### src/hsq_defines.svh
`ifndef HSQ_DEFINES_SVH
`define HSQ_DEFINES_SVH

// ----------------------------------------------------------------
// register byte offsets
// ----------------------------------------------------------------
`define HSQ_OFS_CTRL      8'h00
`define HSQ_OFS_HI_SPEED  8'h04
`define HSQ_OFS_LO_SPEED  8'h08
`define HSQ_OFS_STATUS    8'h0C
`define HSQ_OFS_HOME_POS  8'h10

// ----------------------------------------------------------------
// field positions
// ----------------------------------------------------------------
`define HSQ_CTRL_START    0
`define HSQ_CTRL_ABORT    1
`define HSQ_CTRL_MODE_LSB 8
`define HSQ_CTRL_MODE_MSB 10
`define HSQ_ST_BUSY       0
`define HSQ_ST_DONE       1
`define HSQ_ST_ALARM      2
`define HSQ_ST_NEG_LIM    3
`define HSQ_ST_POS_LIM    4
`define HSQ_ST_HOME_SW    5
`define HSQ_ST_STATE_LSB  8
`define HSQ_ST_STATE_MSB  15

// ----------------------------------------------------------------
// reset values and legal mode range
// ----------------------------------------------------------------
`define HSQ_RST_MODE      3'h1
`define HSQ_RST_SPEED     32'h0000_0000
`define HSQ_MODE_FIRST    3'h1
`define HSQ_MODE_LAST     3'h7

`endif

### src/hsq_pkg.sv
package hsq_pkg;

    // ----------------------------------------------------------------
    // sequencer states
    // ----------------------------------------------------------------
    typedef enum logic [7:0] {
        HSQ_IDLE   = 8'h01,
        HSQ_FAST_A = 8'h02,
        HSQ_REV    = 8'h04,
        HSQ_FAST_B = 8'h08,
        HSQ_STOP   = 8'h10,
        HSQ_SEEK   = 8'h20,
        HSQ_INDEX  = 8'h40,
        HSQ_ABORT  = 8'h80
    } hsq_state_t;

    typedef enum logic [1:0] {
        HSQ_W_NEG  = 2'h0,
        HSQ_W_POS  = 2'h1,
        HSQ_W_HOME = 2'h2
    } hsq_watch_t;

    // ----------------------------------------------------------------
    // per-start sequence plan: direction and target level per phase
    // ----------------------------------------------------------------
    typedef struct packed {
        hsq_watch_t watch;
        logic       a_en;
        logic       a_pos;
        logic       a_tgt;
        logic       b_en;
        logic       b_pos;
        logic       b_tgt;
        logic       c_pos;
        logic       c_tgt;
    } hsq_plan_t;

    // command to the motion profile generator
    typedef struct packed {
        logic run;
        logic positive;
        logic high_speed;
        logic decel_stop;
    } hsq_motion_t;

endpackage

### src/hsq_homing_seq.sv
`timescale 1ns/10ps
`default_nettype none
`include "hsq_defines.svh"

module hsq_homing_seq
    import hsq_pkg::*;
#(
    parameter int SPD_W = 32,
    parameter int POS_W = 32
) (
    // clock and reset
    input  wire logic              ref_clk_in,
    input  wire logic              nrst_in,
    // wishbone slave
    input  wire logic              wb_cyc_in,
    input  wire logic              wb_stb_in,
    input  wire logic              wb_we_in,
    input  wire logic [7:0]        wb_adr_in,
    input  wire logic [3:0]        wb_sel_in,
    input  wire logic [31:0]       wb_dat_in,
    output logic      [31:0]       wb_dat_out,
    output logic                   wb_ack_out,
    // switches and encoder
    input  wire logic              negative_limit_switch_in,
    input  wire logic              positive_limit_switch_in,
    input  wire logic              home_reference_switch_in,
    input  wire logic              encoder_index_in,
    input  wire logic [POS_W-1:0]  position_in,
    // motion profile generator
    input  wire logic              motion_stopped_in,
    output hsq_motion_t            motion_out,
    output logic      [SPD_W-1:0]  speed_out,
    // homing result
    output logic      [POS_W-1:0]  home_pos_out,
    output logic                   home_load_out,
    output logic                   homing_busy_out,
    output logic                   homing_done_out,
    output logic                   homing_alarm_out
);

    // refuse widths that the 32-bit register file cannot carry
    if (SPD_W < 1 || SPD_W > 32 || POS_W < 1 || POS_W > 32) begin : g_bad_width
        $error("hsq_homing_seq: widths must lie in 1..32");
    end

    // ----------------------------------------------------------------
    // input synchronisers
    // ----------------------------------------------------------------
    logic [3:0] sync1_r;
    logic [3:0] sync2_r;
    logic       pos_lim_prev_r;
    logic       idx_prev_r;
    logic       neg_lim;
    logic       pos_lim;
    logic       home_sw;
    logic       pos_lim_rise;
    logic       idx_rise;

    always_ff @(posedge ref_clk_in or negedge nrst_in) begin
        if (!nrst_in) begin
            sync1_r        <= 4'h0;
            sync2_r        <= 4'h0;
            pos_lim_prev_r <= 1'b0;
            idx_prev_r     <= 1'b0;
        end else begin
            sync1_r        <= {encoder_index_in, home_reference_switch_in,
                               positive_limit_switch_in, negative_limit_switch_in};
            sync2_r        <= sync1_r;
            pos_lim_prev_r <= sync2_r[1];
            idx_prev_r     <= sync2_r[3];
        end
    end

    assign neg_lim      = sync2_r[0];
    assign pos_lim      = sync2_r[1];
    assign home_sw      = sync2_r[2];
    assign pos_lim_rise = pos_lim & ~pos_lim_prev_r;
    assign idx_rise     = sync2_r[3] & ~idx_prev_r;

    // ----------------------------------------------------------------
    // helpers
    // ----------------------------------------------------------------
    function automatic logic watched(input hsq_watch_t w, input logic n, input logic p,
                                     input logic h);
        unique case (w)
            HSQ_W_NEG: watched = n;
            HSQ_W_POS: watched = p;
            default:   watched = h;
        endcase
    endfunction

    function automatic logic [31:0] merge(input logic [31:0] old, input logic [31:0] nw,
                                          input logic [3:0] sel);
        for (int i = 0; i < 4; i++) begin
            merge[i*8 +: 8] = sel[i] ? nw[i*8 +: 8] : old[i*8 +: 8];
        end
    endfunction

    function automatic hsq_plan_t make_plan(input logic [2:0] mode, input logic n,
                                            input logic p, input logic h);
        logic s;
        hsq_plan_t plan_v;
        plan_v = '0;
        plan_v.watch = (mode == 3'h1) ? HSQ_W_NEG : (mode == 3'h2) ? HSQ_W_POS : HSQ_W_HOME;
        s = watched(plan_v.watch, n, p, h);
        plan_v.a_en  = 1'b1;
        plan_v.a_tgt = ~s;
        case (mode)
            3'h1: begin
                plan_v.a_en  = ~s;
                plan_v.a_pos = 1'b0;
                plan_v.a_tgt = 1'b1;
                plan_v.c_pos = 1'b1;
            end
            3'h2: begin
                plan_v.a_en  = ~s;
                plan_v.a_pos = 1'b1;
                plan_v.a_tgt = 1'b1;
            end
            3'h3: begin
                plan_v.a_pos = ~s;
                plan_v.b_en  = s;
                plan_v.b_pos = 1'b1;
                plan_v.b_tgt = 1'b1;
            end
            3'h4: begin
                plan_v.a_pos = ~s;
                plan_v.b_en  = ~s;
                plan_v.c_pos = 1'b1;
                plan_v.c_tgt = 1'b1;
            end
            3'h5: begin
                plan_v.a_pos = s;
                plan_v.b_en  = s;
                plan_v.b_tgt = 1'b1;
                plan_v.c_pos = 1'b1;
            end
            3'h6: begin
                plan_v.a_pos = s;
                plan_v.b_en  = ~s;
                plan_v.b_pos = 1'b1;
                plan_v.c_tgt = 1'b1;
            end
            default: begin
                plan_v.a_pos = ~s;
                plan_v.b_en  = s;
                plan_v.b_pos = 1'b1;
                plan_v.b_tgt = 1'b1;
            end
        endcase
        make_plan = plan_v;
    endfunction

    // ----------------------------------------------------------------
    // register file
    // ----------------------------------------------------------------
    logic [2:0]       mode_cfg_r;
    logic [31:0]      hi_cfg_r;
    logic [31:0]      lo_cfg_r;
    logic             start_req_r;
    logic             abort_req_r;
    logic             wb_req;
    logic             wb_wr;
    hsq_state_t       state_r;

    assign wb_req = wb_cyc_in & wb_stb_in & ~wb_ack_out;
    assign wb_wr  = wb_req & wb_we_in;

    always_ff @(posedge ref_clk_in or negedge nrst_in) begin
        if (!nrst_in) begin
            wb_ack_out  <= 1'b0;
            wb_dat_out  <= 32'h0000_0000;
            mode_cfg_r  <= `HSQ_RST_MODE;
            hi_cfg_r    <= `HSQ_RST_SPEED;
            lo_cfg_r    <= `HSQ_RST_SPEED;
            start_req_r <= 1'b0;
            abort_req_r <= 1'b0;
        end else begin
            wb_ack_out  <= wb_req;
            start_req_r <= 1'b0;
            abort_req_r <= 1'b0;
            wb_dat_out  <= 32'h0000_0000;
            if (wb_wr) begin
                unique case (wb_adr_in)
                    `HSQ_OFS_CTRL: begin
                        if (wb_sel_in[0]) begin
                            start_req_r <= wb_dat_in[`HSQ_CTRL_START];
                            abort_req_r <= wb_dat_in[`HSQ_CTRL_ABORT];
                        end
                        if (wb_sel_in[1]) begin
                            mode_cfg_r <= wb_dat_in[`HSQ_CTRL_MODE_MSB:`HSQ_CTRL_MODE_LSB];
                        end
                    end
                    `HSQ_OFS_HI_SPEED: hi_cfg_r <= merge(hi_cfg_r, wb_dat_in, wb_sel_in);
                    `HSQ_OFS_LO_SPEED: lo_cfg_r <= merge(lo_cfg_r, wb_dat_in, wb_sel_in);
                    default: ;
                endcase
            end else if (wb_req) begin
                unique case (wb_adr_in)
                    `HSQ_OFS_CTRL:
                        wb_dat_out[`HSQ_CTRL_MODE_MSB:`HSQ_CTRL_MODE_LSB] <= mode_cfg_r;
                    `HSQ_OFS_HI_SPEED: wb_dat_out <= hi_cfg_r;
                    `HSQ_OFS_LO_SPEED: wb_dat_out <= lo_cfg_r;
                    `HSQ_OFS_STATUS: begin
                        wb_dat_out[`HSQ_ST_BUSY]    <= homing_busy_out;
                        wb_dat_out[`HSQ_ST_DONE]    <= homing_done_out;
                        wb_dat_out[`HSQ_ST_ALARM]   <= homing_alarm_out;
                        wb_dat_out[`HSQ_ST_NEG_LIM] <= neg_lim;
                        wb_dat_out[`HSQ_ST_POS_LIM] <= pos_lim;
                        wb_dat_out[`HSQ_ST_HOME_SW] <= home_sw;
                        wb_dat_out[`HSQ_ST_STATE_MSB:`HSQ_ST_STATE_LSB] <= state_r;
                    end
                    `HSQ_OFS_HOME_POS: wb_dat_out[POS_W-1:0] <= home_pos_out;
                    default: ;
                endcase
            end
        end
    end

    // ----------------------------------------------------------------
    // homing sequencer
    // ----------------------------------------------------------------
    hsq_state_t       after_stop_r;
    hsq_plan_t        plan_r;
    logic [2:0]       mode_r;
    logic [SPD_W-1:0] hi_spd_r;
    logic [SPD_W-1:0] lo_spd_r;
    logic             pos_lim_seen_r;
    logic             rev_on_r;
    logic             lvl;
    logic             moving;
    logic             guard_mode;
    hsq_plan_t        plan_nxt;

    assign lvl        = watched(plan_r.watch, neg_lim, pos_lim, home_sw);
    assign moving     = (state_r == HSQ_FAST_A) || (state_r == HSQ_REV) ||
                        (state_r == HSQ_FAST_B) || (state_r == HSQ_SEEK) ||
                        (state_r == HSQ_INDEX);
    assign guard_mode = (mode_r >= 3'h3) && (mode_r <= 3'h6);
    assign plan_nxt   = make_plan(mode_cfg_r, neg_lim, pos_lim, home_sw);

    always_ff @(posedge ref_clk_in or negedge nrst_in) begin
        if (!nrst_in) begin
            state_r          <= HSQ_IDLE;
            after_stop_r     <= HSQ_IDLE;
            plan_r           <= '0;
            mode_r           <= `HSQ_RST_MODE;
            hi_spd_r         <= '0;
            lo_spd_r         <= '0;
            pos_lim_seen_r   <= 1'b0;
            rev_on_r         <= 1'b0;
            motion_out       <= '0;
            home_pos_out     <= '0;
            home_load_out    <= 1'b0;
            homing_busy_out  <= 1'b0;
            homing_done_out  <= 1'b0;
            homing_alarm_out <= 1'b0;
        end else begin
            home_load_out <= 1'b0;
            if (state_r == HSQ_IDLE) begin
                if (start_req_r) begin
                    mode_r           <= mode_cfg_r;
                    hi_spd_r         <= hi_cfg_r[SPD_W-1:0];
                    lo_spd_r         <= lo_cfg_r[SPD_W-1:0];
                    plan_r           <= plan_nxt;
                    pos_lim_seen_r   <= 1'b0;
                    rev_on_r         <= 1'b0;
                    homing_done_out  <= 1'b0;
                    homing_alarm_out <= 1'b0;
                    if (mode_cfg_r < `HSQ_MODE_FIRST || mode_cfg_r > `HSQ_MODE_LAST) begin
                        homing_alarm_out <= 1'b1;
                    end else if (plan_nxt.a_en) begin
                        state_r         <= HSQ_FAST_A;
                        homing_busy_out <= 1'b1;
                        motion_out      <= '{run: 1'b1, positive: plan_nxt.a_pos,
                                             high_speed: 1'b1, decel_stop: 1'b0};
                    end else begin
                        state_r         <= HSQ_SEEK;
                        homing_busy_out <= 1'b1;
                        motion_out      <= '{run: 1'b1, positive: plan_nxt.c_pos,
                                             high_speed: 1'b0, decel_stop: 1'b0};
                    end
                end
            end else if (abort_req_r && state_r != HSQ_STOP && state_r != HSQ_ABORT) begin
                state_r               <= HSQ_ABORT;
                motion_out.decel_stop <= 1'b1;
            end else if (moving && guard_mode && (neg_lim || pos_lim)) begin
                state_r               <= HSQ_ABORT;
                homing_alarm_out      <= 1'b1;
                motion_out.decel_stop <= 1'b1;
            end else if (moving && mode_r == 3'h7 && (neg_lim || (pos_lim_rise && pos_lim_seen_r))) begin
                state_r               <= HSQ_ABORT;
                homing_alarm_out      <= 1'b1;
                motion_out.decel_stop <= 1'b1;
            end else if (moving && mode_r == 3'h7 && pos_lim_rise) begin
                pos_lim_seen_r        <= 1'b1;
                rev_on_r              <= 1'b0;
                after_stop_r          <= HSQ_REV;
                state_r               <= HSQ_STOP;
                motion_out.decel_stop <= 1'b1;
            end else begin
                unique case (state_r)
                    HSQ_FAST_A: begin
                        if (lvl == plan_r.a_tgt) begin
                            after_stop_r          <= plan_r.b_en ? HSQ_FAST_B : HSQ_SEEK;
                            state_r               <= HSQ_STOP;
                            motion_out.decel_stop <= 1'b1;
                        end
                    end
                    HSQ_REV: begin
                        if (home_sw) begin
                            rev_on_r <= 1'b1;
                        end
                        if (rev_on_r && !home_sw) begin
                            after_stop_r          <= HSQ_FAST_B;
                            state_r               <= HSQ_STOP;
                            motion_out.decel_stop <= 1'b1;
                        end
                    end
                    HSQ_FAST_B: begin
                        if (lvl == plan_r.b_tgt) begin
                            after_stop_r          <= HSQ_SEEK;
                            state_r               <= HSQ_STOP;
                            motion_out.decel_stop <= 1'b1;
                        end
                    end
                    HSQ_SEEK: begin
                        if (lvl == plan_r.c_tgt) begin
                            state_r <= HSQ_INDEX;
                        end
                    end
                    HSQ_INDEX: begin
                        if (idx_rise) begin
                            home_pos_out          <= position_in;
                            home_load_out         <= 1'b1;
                            homing_done_out       <= 1'b1;
                            after_stop_r          <= HSQ_IDLE;
                            state_r               <= HSQ_STOP;
                            motion_out.decel_stop <= 1'b1;
                        end
                    end
                    HSQ_STOP: begin
                        if (motion_stopped_in) begin
                            state_r <= after_stop_r;
                            unique case (after_stop_r)
                                HSQ_REV:
                                    motion_out <= '{run: 1'b1, positive: 1'b0,
                                                    high_speed: 1'b1, decel_stop: 1'b0};
                                HSQ_FAST_B:
                                    motion_out <= '{run: 1'b1, positive: plan_r.b_pos,
                                                    high_speed: 1'b1, decel_stop: 1'b0};
                                HSQ_SEEK:
                                    motion_out <= '{run: 1'b1, positive: plan_r.c_pos,
                                                    high_speed: 1'b0, decel_stop: 1'b0};
                                default: begin
                                    motion_out      <= '0;
                                    homing_busy_out <= 1'b0;
                                end
                            endcase
                        end
                    end
                    HSQ_ABORT: begin
                        if (motion_stopped_in) begin
                            state_r         <= HSQ_IDLE;
                            motion_out      <= '0;
                            homing_busy_out <= 1'b0;
                        end
                    end
                    default: state_r <= HSQ_IDLE;
                endcase
            end
        end
    end

    // ----------------------------------------------------------------
    // speed command
    // ----------------------------------------------------------------
    always_ff @(posedge ref_clk_in or negedge nrst_in) begin
        if (!nrst_in) begin
            speed_out <= '0;
        end else if (!motion_out.run || motion_out.decel_stop) begin
            speed_out <= '0;
        end else begin
            speed_out <= motion_out.high_speed ? hi_spd_r : lo_spd_r;
        end
    end

endmodule
`default_nettype wire

### config.mk
export PLATFORM = sky130hd
export DESIGN_NAME = hsq_homing_seq
export DESIGN_NICKNAME = d
export VERILOG_FILES = /design/src/hsq_pkg.sv /design/src/hsq_homing_seq.sv
export VERILOG_INCLUDE_DIRS = /design/src /design/src/src
export SDC_FILE = /design/constraint.sdc
export NUM_CORES = 1
export LEC_CHECK = 0
export BUFFER_PORTS_ARGS = -buffer_cell sky130_fd_sc_hd__buf_4
export CAP_MARGIN = 10
export CORE_MARGIN = 2
export CORE_UTILIZATION = 54
export CTS_CLUSTER_DIAMETER = 60
export CTS_CLUSTER_SIZE = 30
export DETAILED_ROUTE_END_ITERATION = 8
export PLACE_DENSITY = 0.77
export SLEW_MARGIN = 25
export SYNTH_ARGS = -nofsm -noshare
export SYNTH_HDL_FRONTEND = slang
export SYNTH_SLANG_ARGS = --single-unit
export TNS_END_PERCENT = 20
### constraint.sdc
create_clock -name ref_clk_in -period 3 [get_ports ref_clk_in]
set_input_delay 0 -clock ref_clk_in [delete_from_list [all_inputs] [get_ports ref_clk_in]]
set_output_delay 0 -clock ref_clk_in [all_outputs]
set_load 0.02 [all_outputs]
# --- Yosys cells after proc, flatten, opt, wreduce, memory -nomap -nowiden ---
# Index checks and enable logic that the tools add are counted.
classes:
  magnitude_cmp: 4
  eq_ne: 48
  n_mux: 114
  bitwise_logic: 14
  reduce_logical: 59
op_table:
  columns: ["operator", "count"]
  rows:
  - ["2-to-1 mux 8 bit", 19]
  - ["2-to-1 mux 32 bit", 4]
  - ["2-to-1 mux 1 bit", 62]
  - ["one-hot mux 8 bit (7 select lines)", 1]
  - ["one-hot mux 16 bit (3 select lines)", 1]
  - ["AND reduction 9 bit", 4]
  - ["== test 8 x 4 -> 1 bit (second input constant)", 4]
  - ["one-hot mux 8 bit (4 select lines)", 1]
  - ["AND reduction 3 bit", 10]
  - ["!= test 7 x 1 -> 1 bit (second input constant)", 4]
  - ["== test 8 x 3 -> 1 bit (second input constant)", 3]
  - ["one-hot mux 6 bit (4 select lines)", 1]
  - ["2-to-1 mux 4 bit", 5]
  - ["one-hot mux 5 bit (4 select lines)", 1]
  - ["== test 8 x 5 -> 1 bit (second input constant)", 2]
  - ["== test 8 x 6 -> 1 bit (second input constant)", 2]
  - ["2-to-1 mux 3 bit", 5]
  - ["one-hot mux 3 bit (5 select lines)", 1]
  - ["!= test 7 bit (second input constant)", 2]
  - ["AND reduction 7 bit", 2]
  - ["== test 3 bit (second input constant)", 4]
  - ["2-to-1 mux 6 bit", 2]
  - ["!= test 2 bit (second input constant)", 6]
  - ["one-hot mux 4 bit (3 select lines)", 1]
  - ["other kinds (42)", 92]
totals:
  register_bits: 277
  output_inout_bits: 105

# --- Logic depth before layout (Yosys ltp) ---
logic_depth:
  ltp_word: 12
  ltp_mapped: 9
  depth_no_buf: 6

# --- Worst setup path before layout ---
# OpenSTA, ideal clock, no wires.
synth_timing:
  kind: "reg-to-reg"
  startpoint: "register state_r[1]"
  endpoint: "register home_pos_out[10]"
  arrival_time_ns: 2.471
  slack_ns: 0.404
  stages_incl_launch_ff: 8
  n_path_buf: 2
  period_less_slack_ns: 2.596
  path_cell_list: "dfrtp_1 > buf_2 > or3_4 > o41a_1 > a21o_4 > nor4b_4 > buf_6 > mux2_4"
synth_between:
  elab_chain_cells: 9
  word_cells_on_any_way: 25
  classes_between: "eq/ne (8); bitwise (5); reduce/logical (12)"
synth_lines:
  columns: ["element", "line", "text"]
  rows:
  - ["from (decl)", "hsq_homing_seq.sv:164", "hsq_state_t state_r;"]
  - ["from (signal assigned)", "hsq_homing_seq.sv:344", "state_r <= after_stop_r;"]
  - ["== test 8 x 2 -> 1 bit or == test 8 x 3 -> 1 bit (tied branches)", "hsq_homing_seq.sv:236", "assign moving = (state_r == HSQ_FAST_A) || (state_r == HSQ_REV) ||"]
  - ["logical OR 1 bit (2 in series)", "hsq_homing_seq.sv:236", null]
  - ["logical OR 1 bit (2 in series)", "hsq_homing_seq.sv:237", "(state_r == HSQ_FAST_B) || (state_r == HSQ_SEEK) ||"]
  - ["logical AND 1 bit (on tied branches)", "hsq_homing_seq.sv:291, hsq_homing_seq.sv:295, hsq_homing_seq.sv:287", null]
  - ["logical AND 1 bit (on tied branches)", "hsq_homing_seq.sv:295, hsq_homing_seq.sv:287, hsq_homing_seq.sv:291", null]
  - ["NOT 1 bit (no line)", null, null]
  - ["AND reduction 7 bit (no line) *", null, null]
  - ["to (signal assigned)", "hsq_homing_seq.sv:334", "home_pos_out <= position_in;"]
  - ["to (decl)", "hsq_homing_seq.sv:34", "output logic [POS_W-1:0] home_pos_out,"]
# Every way passes the cells marked *; elsewhere a longest branch is shown, timed or not.
# A chain may end at the register's enable or synchronous reset.

# --- Worst setup path in the final report ---
layout_timing:
  startpoint: "register state_r[1]"
  endpoint: "register home_pos_out[1]"
# Same word-level chain as after synthesis.

==> out/qor.yml <==
ys_types: 60
r2r-start: "state_r[1]"
worstPathMaxFanout: 31
numCtsBuffers: 19
cts.htree.levels: 1
coreArea_sq_um: 21000
ys_ff_latch: 273
clock_skew_ns: 0.0356
yosysSeqAreaShare_pct: 59.6
syn_nets: 969
rr_endpoint: "home_pos_out[1]"
fin_crit_sh_pct: 92.9
drt-pass1-iter-count: 7
maxCapViolCount: 0
netlist_top_cells_area: "dfrtp_1, mux2_2, mux2_4"
rr_worst_depth: 6
setup-violations-final: 0
die_area_sq_um: 22400
clock_path_buffers: 3
cts_root_buffer: "clkbuf_16"
synth_top_area_share_pct: 58.6
final_max_slew_viol_count: 0
powerDensity_nw_per_um2: 536
p_leak_nw: 7.16
vias: 8405
post-cts-setup-buffer-count: 0
routed_wl_um: 30600
port_buffers: 190
worstPathArrival_ns: 3.19
die_w_um: 150
slew_headroom_pct: 45.7
viasPerCell: 5.82
avgSynthCellArea_sq_um: 13.0
cts_tree: "done"
status: "completed"
switching_share_pct: 29.5
overflow: 0
setup-tns-final_ns: 0
hpwl_um: 21200
cp-end-kind: "flip-flop"
layout_common_cells: "dfrtp_1, buf_4, mux2_2, nor2_1, dlygate4sd3_1"
start_util_pct: 54.8
n_antenna_cell: 0
clk_latency_ns: 0.53
ys_async_sr_fraction_pct: 100
rows: 53
remaining_drc_errors: 0
antenna_found_initial: 0
crit_end: "home_pos_out[1]"
dpl_worst_slack_ns: 0.262
drt-initial-drc-count: 637
cts_sinks: 273
grt_pass1_vias: 8621
startpoint: "state_r[1]"
p_sw_mw: 2.35
grt_max_degree: 101
p_seq_share_pct: 49.6
nNetsFinal: 1244
die_y_um: 150
start_kind: "flip-flop"
synth_area_sq_um: 11500
combPwrFrac_pct: 14.6
track_usage_pct: 28.0
final_common_cell: "dfrtp_1"
min_period_ns: 2.79
reg2reg_setup_slack_ns: 0.21
synth_cells: 883
drive_gt1_share_pct: 38.5
required_ns: 3.40
cts_resized: 0
critical_path_class: "reg -> reg"
ir_drop_v: 0.000417
hold_path_class: "in -> reg"
gp_congestion: 0.922
io_pins: 191
postRouteAntennaNets: 0
synth_edf_count: 0
fmax_mhz: 359
post_drt_wl_per_cell_um: 21.2
grt_pass1_wl_um: 48100
tightest_slew_ns: 0.811
yosys.area.top_type: "dfrtp_1"
cts_hold_buffers: 76
finalHoldViolations: 0
yosys_warnings: 0
syn2layout_area_growth_pct: 29.4
fin_util_pct: 70.9
rsz0062_at_grt: "no"
intPower_mw: 5.61
nFillCells: 1477
synth_top_flop_cell: "dfrtp_1"
clockPowerShare_pct: 35.7
clk_pin_slew_worst_paths_ns: 0.11
worst_slack_ns: 0.214
-- worst min-delay path by stage --
| stage | from | to | slack [ns] | cells after the start |
|---|---|---|---|---|
| floorplan | nrst_in | abort_req_r | -0.30 | 0 |
| detailed placement | nrst_in | speed_out[4] | 0.1 | 1 |
| CTS | wb_sel_in[2] | lo_cfg_r[16] | 0.04 | 4 |
| global placement | nrst_in | hi_spd_r[4] | 0.09 | 1 |
| global route | wb_sel_in[2] | lo_cfg_r[17] | 0.07 | 4 |
| finish | wb_sel_in[2] | lo_cfg_r[17] | 0.04 | 4 |
-- worst max-delay path: stages, from the launching register on --
cell	delay, ns
dfrtp_1	0.48
or3_4	0.43
o41a_1	0.47
a21o_4	0.25
nor4b_4	0.35
buf_12	0.31
mux2_2	0.38
-- per-stage QoR --
stage	total power, mW	instance area, sq um	instances	hold WS (ns)
6_report	7.96	14900	1445	0.0377
5_1_grt	8.29	14900	1445	0.0674
4_1_cts	8.00	14900	1445	0.0358
3_5_place_dp	5.10	13400	1336	0.0958
3_3_place_gp	5.10	13400	1336	0.0946
2_1_floorplan	4.59	11500	883	-0.296
-- power groups by stage --
stage               clock, mW  sequential [mW]  combinational, mW
floorplan                   0             3.91              0.679
global placement            0             4.02               1.09
detailed placement          0             4.02               1.08
CTS                      2.88             3.95               1.17
global route             3.04             3.97               1.28
finish                   2.84             3.95               1.16
-- layer usage --
metal	vias up	GRT usage [%]	share of wire, %
met5	-	0	0
met4	0	7.78	2.5
met3	60	6.43	7.9
met2	327	46.9	49
met1	4268	37.0	41
li1	3750	-	-
-- area by class of cell --
type	instances	area [sq um]	share of cell area, %
tap	275	344	2.32
timing repair buffer	305	2540	17.1
clock inverter	13	209	1.41
sequential	273	6840	46.0
inverter	10	37.5	0.253
clock buffer	20	489	3.29
multi-input combinational	549	4400	29.6
-- kinds of logic (layout without fill, tap and decap cells) --
family,after synthesis,count (layout),synth area share (%)
compound gates,136,136,8.79
xor+xnor,11,11,0.839
buf+inv,61,348,2.32
flops,273,273,59.6
simple gates,199,199,7.98
mux,203,203,20.5
-- synthesized netlist by cell type (3+ instances only) --
cell type	number
dfrtp_1	269
mux2_2	140
nor2_1	92
nand2_1	49
clkbuf_1	39
a222oi_1	32
mux2i_1	32
mux2_4	29
a21oi_1	26
o21ai_0	23
inv_1	10
nand3_1	7
nor3_1	7
o211ai_1	7
a31oi_1	6
and2_1	6
buf_2	6
xor2_1	6
xnor2_1	5
a22o_1	4
and3_1	4
buf_6	4
dfstp_2	4
nor2_2	4
nor2b_1	4
o2111ai_1	4
or4_1	4
a21o_1	3
nor4_1	3
o21a_1	3
o31ai_1	3
or3_1	3
-- flip-flops by register name, summed over array words and instances (netlist names), 4 cells and up --
name and flops:
speed_out 32, motion_out 4, after_stop_r 4, sync1_r 4, lo_spd_r 32, home_pos_out 32
state_r 8, lo_cfg_r 32, wb_dat_out 32, hi_spd_r 32, sync2_r 4, plan_r 8
hi_cfg_r 32
No activity file was read; power rests on OpenSTA's default activity.
